File: src/pll_cfg_pkg.sv
package pll_cfg_pkg;

    // ==========================================================
    // Register map and reset values
    // ==========================================================
    localparam logic [7:0]  ADDR_CFG_LO = 8'h00;
    localparam logic [7:0]  ADDR_CFG_HI = 8'h04;
    localparam logic [7:0]  ADDR_STATUS = 8'h08;
    localparam logic [63:0] CFG_RESET   = 64'h0000_0000_0000_0000;
    localparam logic [63:0] RSVD_MASK   = 64'h0000_0000_00C0_0000;

    // ==========================================================
    // Configuration field positions
    // ==========================================================
    localparam int REF_LSB     = 0;
    localparam int REF_W       = 12;
    localparam int DETECTOR_REF_SOURCE_BIT   = 14;
    localparam int POST_STAGE_ONE_SEL_LSB   = 16;
    localparam int POST_STAGE_TWO_SEL_LSB   = 18;
    localparam int POST_STAGE_THREE_SEL_LSB   = 20;
    localparam int FBK_LSB     = 24;
    localparam int FBK_W       = 14;
    localparam int FBSRC_LSB   = 38;
    localparam int OSC_SEL_LSB = 49;
    localparam int PUMP_LSB    = 52;
    localparam int POL_BIT     = 54;
    localparam int LOOP_PD_BIT = 55;
    localparam int CAP_LSB     = 56;
    localparam int FINE_BIT    = 61;
    localparam int CNT_W       = 14;
    localparam int PIN_REF     = 0;
    localparam int PIN_VCO     = 1;
    localparam int PIN_FBK     = 2;
    localparam int PIN_OSC     = 3;
    localparam int NPINS       = 4;
    localparam logic [2:0] OSC_PWRDN_CODE = 3'h7;

    // ==========================================================
    // Carriers
    // ==========================================================
    typedef struct packed {
        logic [CNT_W-1:0] cnt;
        logic [CNT_W-1:0] ratio;
        logic             tick;
    } div_t;

    typedef struct packed {
        logic [63:0]      cfg;
        logic [NPINS-1:0] sync1;
        logic [NPINS-1:0] sync2;
        logic [NPINS-1:0] prev;
        div_t             ref_d;
        div_t             fbk_d;
        div_t             p1_d;
        div_t             p2_d;
        div_t             p3_d;
        div_t             osc_d;
        logic             pready;
        logic             pslverr;
        logic [31:0]      prdata;
        logic             pd_ref_tick;
        logic             fine_tune;
        logic             pol_inv;
        logic             loop_pd;
        logic             osc_pd;
        logic [3:0]       pump_sel;
        logic [3:0]       cap_code;
    } state_t;

    // ==========================================================
    // Ratio decoders
    // ==========================================================
    function automatic logic [CNT_W-1:0] post_bin_ratio(input logic [1:0] code);
        post_bin_ratio = CNT_W'(1) << code;
    endfunction

    function automatic logic [CNT_W-1:0] post_odd_ratio(input logic [1:0] code);
        case (code)
            2'h0:    post_odd_ratio = 14'h0001;
            2'h1:    post_odd_ratio = 14'h0003;
            2'h2:    post_odd_ratio = 14'h0005;
            default: post_odd_ratio = 14'h0004;
        endcase
    endfunction

    function automatic logic [CNT_W-1:0] osc_ratio(input logic [2:0] code);
        case (code)
            3'h0:    osc_ratio = 14'h0001;
            3'h1:    osc_ratio = 14'h0C00;
            3'h2:    osc_ratio = 14'h0C54;
            3'h3:    osc_ratio = 14'h097E;
            3'h4:    osc_ratio = 14'h09C4;
            3'h5:    osc_ratio = 14'h0FA0;
            3'h6:    osc_ratio = 14'h0D2F;
            default: osc_ratio = 14'h0000;
        endcase
    endfunction

endpackage

File: src/pll_divider_config.sv
`timescale 1ns/1ps
`default_nettype none
module pll_divider_config (
    // Clock and reset
    input  wire logic        clk_in,
    input  wire logic        sys_rst_in,
    // APB slave
    input  wire logic        psel_in,
    input  wire logic        penable_in,
    input  wire logic        pwrite_in,
    input  wire logic [7:0]  paddr_in,
    input  wire logic [31:0] pwdata_in,
    input  wire logic [3:0]  pstrb_in,
    output logic      [31:0] prdata_out,
    output logic             pready_out,
    output logic             pslverr_out,
    // Clock pins, asynchronous to clk_in
    input  wire logic        ref_clk_in,
    input  wire logic        vco_clk_in,
    input  wire logic        fbk_pin_in,
    input  wire logic        osc_clk_in,
    // Divider strobes
    output logic             ref_div_tick_out,
    output logic             pd_ref_tick_out,
    output logic             post_tick_out,
    output logic             fbk_tick_out,
    output logic             osc_tick_out,
    // Crystal loop controls
    output logic             fine_tune_enable_out,
    output logic             tune_polarity_invert_out,
    output logic             osc_loop_powerdown_out,
    output logic             osc_powerdown_out,
    output logic      [3:0]  osc_loop_pump_current_out,
    output logic      [3:0]  coarse_cap_code_out
);

    // ==========================================================
    // Divider step
    // ==========================================================
    // The running ratio is replaced only at the wrap, so a period in progress is never cut short or stretched
    // by a new setting, except in the oscillator divider, whose ratio and count are reloaded while powered down.
    function automatic pll_cfg_pkg::div_t step(
        input pll_cfg_pkg::div_t                    d,
        input logic                                 ev,
        input logic [pll_cfg_pkg::CNT_W-1:0]        want
    );
        logic [pll_cfg_pkg::CNT_W:0] nxt;
        step      = d;
        step.tick = 1'b0;
        nxt       = {1'b0, d.cnt} + 15'h0001;
        if (ev) begin
            if (nxt >= {1'b0, d.ratio}) begin
                step.cnt   = '0;
                step.tick  = 1'b1;
                step.ratio = want;
            end else begin
                step.cnt = nxt[pll_cfg_pkg::CNT_W-1:0];
            end
        end
    endfunction

    function automatic logic [31:0] merge(
        input logic [31:0] old,
        input logic [31:0] wd,
        input logic [3:0]  strb
    );
        merge = old;
        for (int i = 0; i < 4; i++) begin
            if (strb[i]) begin
                merge[i*8 +: 8] = wd[i*8 +: 8];
            end
        end
    endfunction

    // ==========================================================
    // State
    // ==========================================================
    pll_cfg_pkg::state_t st;
    pll_cfg_pkg::state_t next_st;

    logic [pll_cfg_pkg::NPINS-1:0] edge_seen;
    logic [63:0]                   cfg_w;
    logic [1:0]                    fb_src;
    logic                          fb_ev;
    logic                          osc_off;
    logic [7:0]                    post_total;

    assign edge_seen = st.sync2 & ~st.prev;
    assign fb_src    = st.cfg[pll_cfg_pkg::FBSRC_LSB +: 2];
    assign osc_off   = st.cfg[pll_cfg_pkg::OSC_SEL_LSB +: 3] == pll_cfg_pkg::OSC_PWRDN_CODE
                       || st.cfg[pll_cfg_pkg::LOOP_PD_BIT];
    assign post_total = 8'(st.p1_d.ratio * st.p2_d.ratio * st.p3_d.ratio);

    always_comb begin
        next_st = st;
        cfg_w   = st.cfg;
        // Only the second stage feeds logic; the first is a pure synchroniser.
        next_st.sync1 = {osc_clk_in, fbk_pin_in, vco_clk_in, ref_clk_in};
        next_st.sync2 = st.sync1;
        next_st.prev  = st.sync2;

        // ======================================================
        // APB slave: zero wait states, answer in the access cycle
        // ======================================================
        next_st.pready  = psel_in && !penable_in;
        next_st.pslverr = 1'b0;
        if (psel_in && !penable_in) begin
            case (paddr_in)
                pll_cfg_pkg::ADDR_CFG_LO: next_st.prdata = st.cfg[31:0];
                pll_cfg_pkg::ADDR_CFG_HI: next_st.prdata = st.cfg[63:32];
                pll_cfg_pkg::ADDR_STATUS: next_st.prdata = {11'h000, post_total,
                                                            osc_off, st.osc_d.ratio[11:0]};
                default: begin
                    next_st.prdata  = 32'h0000_0000;
                    next_st.pslverr = 1'b1;
                end
            endcase
        end
        if (psel_in && penable_in && st.pready && pwrite_in) begin
            case (paddr_in)
                pll_cfg_pkg::ADDR_CFG_LO: cfg_w[31:0]  = merge(st.cfg[31:0], pwdata_in, pstrb_in);
                pll_cfg_pkg::ADDR_CFG_HI: cfg_w[63:32] = merge(st.cfg[63:32], pwdata_in, pstrb_in);
                default: cfg_w = st.cfg;
            endcase
        end
        // Reserved bits are kept at zero whatever the host writes.
        next_st.cfg = cfg_w & ~pll_cfg_pkg::RSVD_MASK;

        // ======================================================
        // Dividers
        // ======================================================
        next_st.ref_d = step(st.ref_d, edge_seen[pll_cfg_pkg::PIN_REF],
                             {2'h0, st.cfg[pll_cfg_pkg::REF_LSB +: pll_cfg_pkg::REF_W]});
        next_st.pd_ref_tick = st.cfg[pll_cfg_pkg::DETECTOR_REF_SOURCE_BIT] ? edge_seen[pll_cfg_pkg::PIN_REF]
                                                              : next_st.ref_d.tick;
        next_st.p1_d = step(st.p1_d, edge_seen[pll_cfg_pkg::PIN_VCO],
                            pll_cfg_pkg::post_bin_ratio(st.cfg[pll_cfg_pkg::POST_STAGE_ONE_SEL_LSB +: 2]));
        next_st.p2_d = step(st.p2_d, next_st.p1_d.tick,
                            pll_cfg_pkg::post_odd_ratio(st.cfg[pll_cfg_pkg::POST_STAGE_TWO_SEL_LSB +: 2]));
        next_st.p3_d = step(st.p3_d, next_st.p2_d.tick,
                            pll_cfg_pkg::post_odd_ratio(st.cfg[pll_cfg_pkg::POST_STAGE_THREE_SEL_LSB +: 2]));
        case (fb_src)
            2'h0:    fb_ev = next_st.p3_d.tick;
            2'h2:    fb_ev = edge_seen[pll_cfg_pkg::PIN_VCO];
            default: fb_ev = edge_seen[pll_cfg_pkg::PIN_FBK];
        endcase
        // A in the low three bits and M above form one 14-bit modulus.
        next_st.fbk_d = step(st.fbk_d, fb_ev,
                             st.cfg[pll_cfg_pkg::FBK_LSB +: pll_cfg_pkg::FBK_W]);
        // With the oscillator or its loop powered down, edges are ignored and its counter is held at zero.
        next_st.osc_d = step(st.osc_d, edge_seen[pll_cfg_pkg::PIN_OSC] && !osc_off,
                             pll_cfg_pkg::osc_ratio(st.cfg[pll_cfg_pkg::OSC_SEL_LSB +: 3]));
        if (osc_off) begin
            next_st.osc_d.ratio = pll_cfg_pkg::osc_ratio(st.cfg[pll_cfg_pkg::OSC_SEL_LSB +: 3]);
            next_st.osc_d.cnt   = '0;
        end

        // ======================================================
        // Crystal loop controls
        // ======================================================
        next_st.fine_tune = st.cfg[pll_cfg_pkg::FINE_BIT];
        next_st.pol_inv   = st.cfg[pll_cfg_pkg::POL_BIT];
        next_st.loop_pd   = st.cfg[pll_cfg_pkg::LOOP_PD_BIT];
        next_st.osc_pd    = st.cfg[pll_cfg_pkg::OSC_SEL_LSB +: 3]
                            == pll_cfg_pkg::OSC_PWRDN_CODE;
        next_st.pump_sel  = 4'h1 << st.cfg[pll_cfg_pkg::PUMP_LSB +: 2];
        next_st.cap_code  = st.cfg[pll_cfg_pkg::CAP_LSB +: 4];
    end

    always_ff @(posedge clk_in) begin
        if (sys_rst_in) begin
            st          <= '0;
            st.cfg      <= pll_cfg_pkg::CFG_RESET;
            // The pump select is one-hot from the first cycle, matching the reset code.
            st.pump_sel <= 4'h1 << pll_cfg_pkg::CFG_RESET[pll_cfg_pkg::PUMP_LSB +: 2];
        end else begin
            st <= next_st;
        end
    end

    // ==========================================================
    // Outputs
    // ==========================================================
    assign prdata_out                = st.prdata;
    assign pready_out                = st.pready;
    assign pslverr_out               = st.pslverr;
    assign ref_div_tick_out          = st.ref_d.tick;
    assign pd_ref_tick_out           = st.pd_ref_tick;
    assign post_tick_out             = st.p3_d.tick;
    assign fbk_tick_out              = st.fbk_d.tick;
    assign osc_tick_out              = st.osc_d.tick;
    assign fine_tune_enable_out      = st.fine_tune;
    assign tune_polarity_invert_out  = st.pol_inv;
    assign osc_loop_powerdown_out    = st.loop_pd;
    assign osc_powerdown_out         = st.osc_pd;
    assign osc_loop_pump_current_out = st.pump_sel;
    assign coarse_cap_code_out       = st.cap_code;
endmodule
`default_nettype wire

File: config.mk
export PLATFORM = sky130hd
export DESIGN_NAME = pll_divider_config
export DESIGN_NICKNAME = d
export VERILOG_FILES = /design/src/pll_cfg_pkg.sv /design/src/pll_divider_config.sv
export SDC_FILE = /design/constraint.sdc
export NUM_CORES = 1
export LEC_CHECK = 0
export ABC_AREA = 1
export BUFFER_PORTS_ARGS = -buffer_cell sky130_fd_sc_hd__buf_2
export CAP_MARGIN = 10
export CORE_UTILIZATION = 55
export DETAILED_ROUTE_END_ITERATION = 8
export PLACE_DENSITY = 0.77
export SLEW_MARGIN = 25
export SYNTH_ARGS = -nofsm -noshare
export SYNTH_HDL_FRONTEND = slang
export SYNTH_SLANG_ARGS = --single-unit
File: constraint.sdc
create_clock -name clk_in -period 3.6 [get_ports clk_in]
set_clock_uncertainty 0.1 [all_clocks]
set_input_delay 0.18 -clock clk_in [delete_from_list [all_inputs] [get_ports clk_in]]
set_output_delay 0.18 -clock clk_in [all_outputs]
set_load 0.01 [all_outputs]
==> flow_summary_export.csv, run 1 <==
group,metric,value,unit
yosys,async_flop_share,0,
final_layout,fill_cells,2116,
critical_path,cp.required,3.89,ns
grt,grt_max_degree,67,
place,globalplace.congestion,0.8748,
timing,setup_ws,-0.4480,ns
yosys,yosysSeqAreaShare,0.3833,
detailed_routing,vias,12388,
grt,grt.total_usage,0.2729,
job,drv_cap,0,
timing,max_slew_margin,0.3451,
yosys,post_synth_and_or_nand_nor_area_fraction,0.2965,
pwr,totalPowerFinal,0.006273,W
timing,slew_violations,0,
pwr,netSwitchingFraction,0.2429,
clocking,clk_pin_slew,0.06,ns
yosys,synthFlopType,"dfxtp_1",
critical_path,crit_path_start_kind,"register",
clocking,htreeDepth,1,
detailed_routing,ant_nets,0,
timing,period_share,1.124,
pwr,p_int,0.004749,W
yosys,synth_top_cell_by_area,"dfxtp_1",
yosys,netlist_area,0.01337,mm²
timing,tightest_slew,0.9762,ns
floorplan,rows,56,
final_layout,final_cell_mix,"nand2_1 (385), dfxtp_1 (248), nor2_1 (234), inv_1 (217), a21oi_1 (120)",
detailed_routing,drc_errors,0,
place,dp_hpwl,24.17,mm
yosys,synth_mux_area_frac,0,
pwr,p_leak,6.654,nW
floorplan,design.core.area,0.02368,mm²
yosys,synth_area_leaders,"dfxtp_1 (38%), nand2_1 (11%), nor2_1 (6.7%)",
yosys,synthCells,1868,
yosys,ys_types,47,
yosys,synth-xor-area-share,0.02817,
critical_path,arrival,4.34,ns
pwr,peakVddDrop,0.3423,mV
yosys,yosys_warnings,0,
pwr,power_frac_clock,0.457,
timing,period_minus_slack,4.048,ns
floorplan,chipWidth,157.9,µm
timing,finalHoldViolCount,0,
detailed_routing,routed_wirelength,34.16,mm
clocking,insertion_delay,0.55,ns
final_layout,final_nets,2107,
final_layout,finalInstanceArea,0.01552,mm²
final_layout,antenna_cells,0,
pwr,power_frac_seq,0.461,
timing,fmax,247.0,MHz
yosys,synthAdderAreaFrac,0.07523,
clocking,cts-buffers-inserted,28,
detailed_routing,drt_iter0_drc,996,
clocking,cts_max_path_buffers,3,
critical_path,worstSetupPathType,"register to register",
yosys,synth_enable_flop_cells,0,
grt,grt_pass1_wl,54.80,mm
final_layout,seq_area,0.005137,mm²
pwr,power_frac_comb,0.082,
yosys,syn-num-nets,1996,
grt,grt-ovfl-total,0,
yosys,synth_area_per_cell,7.158,µm²
detailed_routing,routed_via_density,5.340,
place,placed_area,0.01403,mm²
yosys,synth_compound_area_frac,0.1074,
place,numPortBuffers,103,
outcome,outcome,"finished with violations",
critical_path,end_kind,"register",
final_layout,fin_util,0.6552,
yosys,synth_top_area_frac,0.3833,
final_layout,area_growth,16.05,%
grt,antenna_found_initial,0,
final_layout,final_common_cell,"nand2_1",
clocking,cts_tree,"done",
final_layout,multi_input_area,0.006913,mm²
clocking,cts_root_buffer,"clkbuf_16",
pwr,p_per_area,404.3,mW/mm²
yosys,synth_top_family_by_area,"simple AND/OR/NAND/NOR gates",
floorplan,io_pins,104,
floorplan,dieArea,0.02494,mm²
timing,rsz0062_at_grt,"true",
critical_path,path_max_fanout,3,
grt,grt_pass1_vias,11405,
outcome,violations,"setup timing",
detailed_routing,wire_per_inst,14.72,µm
worst_hold_path,holdCritPathClass,"input port to register",
floorplan,initial_core_util,0.5646,
pwr,net-switching-power,0.001524,W
timing,setup_viol,3,
final_layout,drive_above_1_share,0.1429,
yosys,ys_ff_latch,256,
floorplan,die_h,157.9,µm
detailed_routing,first_pass_iters,5,
clocking,cts.sinks,256,
worst max-delay path, cell delays in order (launching register included):
cell,delay [ns]
dfxtp_2,0.35
nand2_2,0.06
fa_1,0.55
inv_2,0.05
ha_4,0.16
fa_2,0.37
xor2_2,0.17
nand2_1,0.09
fa_1,0.54
inv_2,0.05
ha_4,0.23
nand2_2,0.07
nand2_2,0.06
a31oi_4,0.17
buf_4,0.14
buf_6,0.08
buf_6,0.08
buf_6,0.07
nand2_1,0.04
nor3b_2,0.14
o211ai_1,0.24
a21oi_1,0.11
cell type report:
class / instances / area share
Multi-Input combinational cell: 1275 / 0.4455
Sequential cell: 256 / 0.3311
Timing Repair Buffer: 187 / 0.08104
Clock buffer: 45 / 0.05773
Inverter: 231 / 0.05596
Tap cell: 319 / 0.02572
Clock inverter: 7 / 0.002983
metal layers:
| layer | vias to the layer above | global-route usage | part of all wire |
|---|---|---|---|
| met3 | 85 | 0.03915 | 0.061 |
| met1 | 5679 | 0.3692 | 0.45 |
| met4 | 0 | 0.1031 | 0.038 |
| met2 | 383 | 0.4395 | 0.45 |
| met5 | - | 0 | 0 |
| li1 | 6241 | - | - |
sequential cells by signal (all words and copies together) (netlist names):
signal                     count
st                           188
prdata_out                    32
next_st                       15
coarse_cap_code_out            4
osc_loop_pump_current_out      4
fb_src                         2
fbk_tick_out                   1
fine_tune_enable_out           1
osc_loop_powerdown_out         1
osc_powerdown_out              1
osc_tick_out                   1
pd_ref_tick_out                1
post_tick_out                  1
pready_out                     1
pslverr_out                    1
ref_div_tick_out               1
tune_polarity_invert_out       1
per-stage QoR:
| stage | worst slack [ns] | TNS, ns | hold slack (ns) | std cells |
|---|---|---|---|---|
| floorplan | -0.06859 | -0.07070 | 0.1870 | 1868 |
| global placement | -0.2633 | -0.5900 | 0.2862 | 2223 |
| detailed placement | -0.3093 | -0.8652 | 0.2904 | 2223 |
| CTS | -0.1844 | -0.4438 | 0.01687 | 2317 |
| global route | -0.5901 | -1.391 | 0.05837 | 2320 |
| finish | -0.4480 | -0.8129 | 0.02412 | 2320 |
path summary, 6_finish.rpt:
path / from / end / slack [ns] / cells after the start
worst max register to register: st[108]$_SDFFE_PP0N_ / prdata_out[18]$_SDFFE_PP0P_ / -0.45 / 21
worst min-delay path: pstrb_in[3] / st[295]$_SDFFE_PP0P_ / 0.02 / 5
worst max-delay path: st[108]$_SDFFE_PP0N_ / prdata_out[18]$_SDFFE_PP0P_ / -0.45 / 21
worst min register to register: next_st[228]$_SDFF_PP0_ / next_st[224]$_SDFF_PP0_ / 0.31 / 2
power by group through the flow:
stage	Combinational [W]	Sequential [W]	Clock, W
2_1_floorplan	0.000324	0.00295	0
4_1_cts	0.000499	0.00289	0.00291
3_5_place_dp	0.000462	0.00295	0
6_report	0.000511	0.00289	0.00287
3_3_place_gp	0.000455	0.00295	0
5_1_grt	0.000562	0.00290	0.00302
kinds of logic (layout without fill, tap and decap cells):
| kind of cell | Yosys count | in the layout |
|---|---|---|
| flops | 256 | 256 |
| buf+inv | 337 | 470 |
| simple gates | 895 | 895 |
| compound gates | 262 | 262 |
| xor+xnor | 43 | 43 |
| fa+ha+maj | 75 | 75 |
synth_stat cells (2+ instances only):
cell,n
a21oi_2,6
fa_1,9
xor2_1,35
o211ai_1,12
ha_1,66
o21ai_0,95
buf_4,42
dfxtp_1,256
nor2_2,10
a22o_1,2
nor4_2,2
nand2_1,393
and3_1,3
nand4_1,67
buf_6,4
nor3_2,3
clkbuf_1,46
nand2_2,11
buf_1,6
o21bai_1,3
nor2_4,6
o22ai_1,2
clkinv_1,7
o221ai_1,7
inv_2,2
xnor2_1,8
or2_2,3
a211oi_1,6
nand3_1,104
nand3_2,6
nor2_1,237
buf_2,8
nand3_4,2
inv_1,222
a31oi_1,2
nor3_1,43
a21oi_1,122
timing repair:
action / in CTS / in global routing
pin swaps: 11 / 8
gates resized for setup: 11 / 22
endpoints found under the hold margin: 82 / 0
buffers inserted: 3 / 4
hold buffers: 39 / 0
endpoints found under the setup margin: 4 / 54
(Power assumes the default switching activity.)
==> run 2, diff against run 1 <==
--- a/config.mk
+++ b/config.mk
@@ -8,9 +8,11 @@
 export ABC_AREA = 1
 export BUFFER_PORTS_ARGS = -buffer_cell sky130_fd_sc_hd__buf_2
 export CAP_MARGIN = 10
-export CORE_UTILIZATION = 55
+export CELL_PAD_IN_SITES_DETAIL_PLACEMENT = 1
+export CELL_PAD_IN_SITES_GLOBAL_PLACEMENT = 1
+export CORE_UTILIZATION = 40
 export DETAILED_ROUTE_END_ITERATION = 8
-export PLACE_DENSITY = 0.77
+export PLACE_DENSITY_LB_ADDON = 0.1
 export SLEW_MARGIN = 25
 export SYNTH_ARGS = -nofsm -noshare
 export SYNTH_HDL_FRONTEND = slang
==> run 2 against run 1 <==
  * The flow still finishes with violations (setup timing)
  * Wire length rose by 18%
  * Clock power rose by 17%
  * Global-route usage fell by 3.6 points
  * Total power rose by 8.6%
  * Final cell count rose by 6.0%
  * Fmax rose by 4.9%
  * First-iteration DRC count fell by 42%
  * Non-clock buffer count rose by 8
  * Combinational power rose by 9.4%
  * Clock-buffer cell count fell by 4
  * Sequential power barely moved
  * Highest routed layer unchanged
==> flow_summary_export.csv, run 2 (synthesis results as in run 1) <==
group,metric,value,unit
detailed_routing,routed_wirelength,40.21,mm
place,globalplace.congestion,0.8308,
floorplan,design.core.area,0.03270,mm²
critical_path,rr_endpoint,"prdata_out[20]$_SDFFE_PP0P_",
final_layout,largest-register,"st",
final_layout,final_nets,2118,
final_layout,largest_reg_flops,188,
clocking,cts_tree,"done",
clocking,cts-buffers-inserted,31,
grt,antenna_found_initial,2,
critical_path,crit_path_start_kind,"register",
grt,grt.total_usage,0.2373,
clocking,cts_max_path_buffers,3,
grt,grt_pass1_vias,12518,
pwr,totalPowerFinal,0.006811,W
critical_path,end_kind,"register",
floorplan,die_h,184.8,µm
timing,period_share,1.072,
clocking,insertion_delay,0.58,ns
pwr,p_per_area,428.2,mW/mm²
detailed_routing,wire_per_inst,16.35,µm
detailed_routing,drt_iter0_drc,582,
detailed_routing,ant_nets,0,
final_layout,final_common_cell,"nand2_1",
timing,whs,0.03874,ns
clocking,htreeDepth,1,
worst_hold_path,hold_path_depth,5,
critical_path,reg2reg_depth,20,
clocking,cts_root_buffer,"clkbuf_16",
outcome,violations,"setup timing",
final_layout,area_growth,18.95,%
clocking,clk_pin_slew,0.06,ns
detailed_routing,routed_via_density,5.052,
timing,tightest_slew,0.7815,ns
timing,setup_viol,4,
timing,period_minus_slack,3.859,ns
final_layout,final_cell_mix,"nand2_1 (387), dfxtp_1 (247), nor2_1 (233), inv_1 (218), a21oi_1 (121)",
floorplan,io_pins,104,
timing,fmax,259.1,MHz
worst_hold_path,worstHoldStart,"pstrb_in[2]",
detailed_routing,first_pass_iters,5,
floorplan,initial_core_util,0.4089,
grt,grt-ovfl-total,0,
timing,rsz0062_at_grt,"true",
place,dp_cells,2351,
critical_path,r2r-start,"st[106]$_SDFFE_PP0N_",
place,numPortBuffers,103,
final_layout,drive_above_1_share,0.1479,
worst_hold_path,hold_path_end,"st[253]$_SDFFE_PP0P_",
critical_path,r2r_slack,-0.26,ns
critical_path,cp.required,3.94,ns
timing,finalHoldViolCount,0,
timing,max_slew_margin,0.4771,
detailed_routing,drc_errors,0,
final_layout,fill_cells,4162,
pwr,peakVddDrop,0.3579,mV
critical_path,arrival,4.20,ns
critical_path,path_max_fanout,3,
place,dp_hpwl,29.34,mm
worst_hold_path,holdCritPathClass,"input port to register",
timing,setup_ws,-0.2590,ns
timing,slew_violations,0,
clocking,cts.sinks,256,
detailed_routing,vias,12422,
critical_path,worstSetupPathType,"register to register",
grt,grt_pass1_wl,65.29,mm
job,drv_cap,0,
final_layout,instances_no_fill,2459,
grt,grt_max_degree,75,
outcome,outcome,"finished with violations",
floorplan,rows,66,
floorplan,chipWidth,184.8,µm
pwr,p_leak,6.792,nW
floorplan,dieArea,0.03416,mm²
## run 2: changes by cell type in the layout (fill, tap and decap cells not counted), sizes merged
cell         before  now
clkbuf           45   41
clkinvlp          3    2
bufinv            0    5
inv             222  224
diode             0    2
dlygate4sd3      39   40
clkinv           13   17
buf             148  155
## run 2: layout make-up
class                           instances  area [µm²]  share of cell area
Sequential cell                       256        5141              0.3232
Antenna cell                            2       5.005           0.0003147
Tap cell                              442       553.0             0.03477
Multi-Input combinational cell       1275        6899              0.4338
Timing Repair Buffer                  195        1329             0.08354
Clock inverter                         17       226.5             0.01424
Clock buffer                           41       883.3             0.05554
Inverter                              231       868.3             0.05459
## run 2: per-layer routing
metal	track usage	up-vias	routed length (µm)
met2	0.3922	160	18380
li1	-	6272	-
met1	0.3286	5946	19960
met4	0.05488	0	618
met3	0.02812	44	1255
met5	0	-	0
## run 2: worst max-delay path, cell delays in order (launching register included)
cell and delay (ns):
dfxtp_2 0.34, nand2_2 0.06, fa_1 0.57, inv_2 0.06, ha_4 0.16, fa_2 0.56, nand2_2 0.06, fa_1 0.54
inv_2 0.05, ha_4 0.24, buf_6 0.12, a31oi_4 0.19, nor2_2 0.06, nor2_1 0.09, nor2_1 0.05, nor2_1 0.12
nand2_1 0.07, nand2_1 0.06, nor2_1 0.04, o21ai_1 0.12, a21oi_1 0.08
## run 2: how the worst max path moves through the flow
stage | start | end | cells after the start
detailed placement | st[107]$_SDFFE_PP0N_ | prdata_out[20]$_SDFFE_PP0P_ | 22
floorplan | st[108]$_SDFFE_PP0N_ | prdata_out[20]$_SDFFE_PP0P_ | 22
global route | st[106]$_SDFFE_PP0N_ | prdata_out[20]$_SDFFE_PP0P_ | 20
finish | st[106]$_SDFFE_PP0N_ | prdata_out[20]$_SDFFE_PP0P_ | 20
global placement | st[107]$_SDFFE_PP0N_ | prdata_out[20]$_SDFFE_PP0P_ | 19
CTS | st[137]$_SDFFE_PP0N_ | prdata_out[20]$_SDFFE_PP0P_ | 20
## run 2: what timing repair did
action                                  CTS  global route
hold buffers                             40             0
buffers inserted                          6             2
hold endpoints to repair                 83             0
endpoints found under the setup margin    4            47
pin swaps                                15             0
gates resized for setup                  15            15
gates cloned                              0             0
## run 2: through the flow
| step | setup TNS (ns) | util | setup WS (ns) | cell area [µm²] |
|---|---|---|---|---|
| after floorplan | -0.07070 | - | -0.06859 | 13410 |
| after global placement | -0.7856 | 0.4348 | -0.3205 | 14220 |
| after detailed placement | -1.275 | 0.4348 | -0.4650 | 14220 |
| after CTS | -0.5642 | 0.4838 | -0.2471 | 15820 |
| after global routing | -1.288 | 0.4863 | -0.4413 | 15900 |
| final | -0.6326 | 0.4864 | -0.2590 | 15910 |
## run 2: report_power, final
group / total [W] / switching [W] / leakage (nW) / internal [W]
clock: 0.00336 / 0.00128 / 0.547 / 0.00208
combinational: 0.000559 / 0.000353 / 4.17 / 0.000206
sequential: 0.00289 / 0.0000243 / 2.07 / 0.00287
total: 0.00681 / 0.00166 / 6.79 / 0.00515
==> run 3, diff against run 2 <==
--- a/config.mk
+++ b/config.mk
@@ -12,7 +12,7 @@
 export CELL_PAD_IN_SITES_GLOBAL_PLACEMENT = 1
 export CORE_UTILIZATION = 40
 export DETAILED_ROUTE_END_ITERATION = 8
-export PLACE_DENSITY_LB_ADDON = 0.1
+export PLACE_DENSITY_LB_ADDON = 0.25
 export SLEW_MARGIN = 25
 export SYNTH_ARGS = -nofsm -noshare
 export SYNTH_HDL_FRONTEND = slang
==> run 3 against run 2 <==
  * The flow still finishes with violations (setup timing)
  * Fmax up 0.57%
  * Global-route usage rose by 0.21 points
  * Clock power down 8.0%
  * Critical path depth is 1 lower
  * Register-to-register slack better by 0.02 ns
==> flow_summary_export.csv, run 3 (synthesis results as in run 1) <==
group,metric,value,unit
timing,finalSetupTns,-0.6421,ns
detailed_routing,ant_nets,0,
critical_path,end_kind,"register",
detailed_routing,routed_via_density,5.107,
timing,period_share,1.066,
clocking,cts_root_buffer,"clkbuf_16",
pwr,p_leak,6.709,nW
timing,period_minus_slack,3.837,ns
critical_path,arrival,4.16,ns
final_layout,area_growth,17.74,%
grt,grt_pass1_wl,65.99,mm
timing,rsz0062_at_grt,"true",
pwr,p_per_area,414.2,mW/mm²
final_layout,largest-register,"st",
final_layout,final_cell_mix,"nand2_1 (384), dfxtp_1 (247), nor2_1 (234), inv_1 (218), a21oi_1 (121)",
clocking,cts_tree,"done",
floorplan,die_h,184.8,µm
critical_path,cp.required,3.92,ns
outcome,violations,"setup timing",
detailed_routing,vias,12492,
place,dp_hpwl,29.53,mm
critical_path,crit_path_start_kind,"register",
place,placed_area,0.01418,mm²
clocking,insertion_delay,0.55,ns
worst_hold_path,holdCritPathClass,"input port to register",
detailed_routing,drt_iter0_drc,650,
floorplan,chipWidth,184.8,µm
timing,fmax,260.6,MHz
pwr,peakVddDrop,0.3372,mV
clocking,htreeDepth,1,
place,globalplace.congestion,0.8283,
timing,max_slew_margin,0.4760,
timing,tightest_slew,0.7811,ns
detailed_routing,first_pass_iters,6,
clocking,clk_pin_slew,0.06,ns
floorplan,design.core.area,0.03270,mm²
final_layout,largest_reg_flops,188,
floorplan,io_pins,104,
detailed_routing,routed_wirelength,40.58,mm
critical_path,worstSetupPathType,"register to register",
detailed_routing,wire_per_inst,16.59,µm
final_layout,final_common_cell,"nand2_1",
grt,grt.total_usage,0.2394,
final_layout,antenna_cells,0,
floorplan,rows,66,
final_layout,fill_cells,4165,
floorplan,dieArea,0.03416,mm²
clocking,cts-buffers-inserted,29,
critical_path,slowest_stage,"fa_1",
job,drv_cap,0,
outcome,outcome,"finished with violations",
final_layout,drive_above_1_share,0.1467,
timing,setup_ws,-0.2371,ns
final_layout,final_nets,2111,
critical_path,cpPeakStageDelay,0.56,ns
detailed_routing,drc_errors,0,
timing,setup_viol,4,
critical_path,crit_top_cell,"nand2_2",
final_layout,instances_no_fill,2446,
grt,grt_pass1_vias,12996,
grt,grt_max_degree,57,
grt,antenna_found_initial,0,
clocking,cts.sinks,256,
critical_path,crit_chain,"nand2_2 > fa_1 > inv_2 > ha_4 > fa_2 > nand2_2 > fa_1 > inv_2 > ha_4 > nand2_2 > nand2_2 > a31oi_4 > buf_4 > buf_4 > buf_4 > nand2_1 > nor3b_2 > o211ai_1 > a21oi_1",
final_layout,finalInstanceArea,0.01574,mm²
grt,grt-ovfl-total,0,
critical_path,crit_family,"adder cells",
timing,finalHoldViolCount,0,
critical_path,path_max_fanout,3,
timing,slew_violations,0,
critical_path,path_buf_inv,5,
place,dp_cells,2346,
floorplan,initial_core_util,0.4089,
place,numPortBuffers,103,
clocking,cts_max_path_buffers,3,
-- run 3: layout make-up --
type                            count  area [µm²]  area share
Clock inverter                     11       136.4    0.008663
Inverter                          231       868.3     0.05515
Sequential cell                   256        5139      0.3264
Multi-Input combinational cell   1275        6919      0.4395
Clock buffer                       41       860.8     0.05468
Tap cell                          442       553.0     0.03513
Timing Repair Buffer              190        1267     0.08051
-- run 3: per-stage QoR --
step / utilization / total power, W / hold slack, ns / worst slack [ns]
final: 0.4814 / 0.006521 / 0.02790 / -0.2371
after global routing: 0.4814 / 0.006758 / 0.04058 / -0.4685
after CTS: 0.4787 / 0.006579 / 0.004957 / -0.2576
after detailed placement: 0.4336 / 0.003441 / 0.2949 / -0.4015
after global placement: 0.4336 / 0.003427 / 0.2881 / -0.2641
after floorplan: - / 0.003274 / 0.1870 / -0.06859
-- run 3: metal layers --
layer  vias up  global-route usage  wire length [µm]
met5         -                   0                 0
met4         0             0.07074              1076
met3        66             0.02635              1388
met2       215              0.4009             18750
met1      5973              0.3229             19360
li1       6238                   -                 -
-- run 3: timing repair --
item / in CTS / in global routing
hold endpoints to repair: 87 / 0
hold buffers: 37 / 0
buffers inserted: 11 / 0
pin swaps: 11 / 7
endpoints found under the setup margin: 4 / 53
resized for setup: 9 / 22
-- run 3: path summary, 6_finish.rpt --
path	slack (ns)	endpoint	from	cells after the start
max reg2reg	-0.24	prdata_out[18]$_SDFFE_PP0P_	st[137]$_SDFFE_PP0N_	19
min reg2reg	0.31	next_st[223]$_SDFF_PP0_	next_st[227]$_SDFF_PP0_	2
min	0.03	st[295]$_SDFFE_PP0P_	pstrb_in[3]	5
max	-0.24	prdata_out[18]$_SDFFE_PP0P_	st[137]$_SDFFE_PP0N_	19
-- run 3: report_power, final --
| part | internal (W) | leakage, nW | switching, W |
|---|---|---|---|
| Combinational | 0.000188 | 4.14 | 0.000346 |
| Sequential | 0.00287 | 2.07 | 0.0000254 |
| Clock | 0.00187 | 0.496 | 0.00123 |
| Total | 0.00492 | 6.71 | 0.00160 |
-- run 3: worst reg2reg max path, cell delays in order, from the launching register on --
cell and delay (ns):
dfxtp_2 0.34, nand2_2 0.06, fa_1 0.56, inv_2 0.05, ha_4 0.16, fa_2 0.56
nand2_2 0.07, fa_1 0.53, inv_2 0.05, ha_4 0.23, nand2_2 0.07, nand2_2 0.06
a31oi_4 0.15, buf_4 0.13, buf_4 0.09, buf_4 0.09, nand2_1 0.04, nor3b_2 0.14
o211ai_1 0.17, a21oi_1 0.08
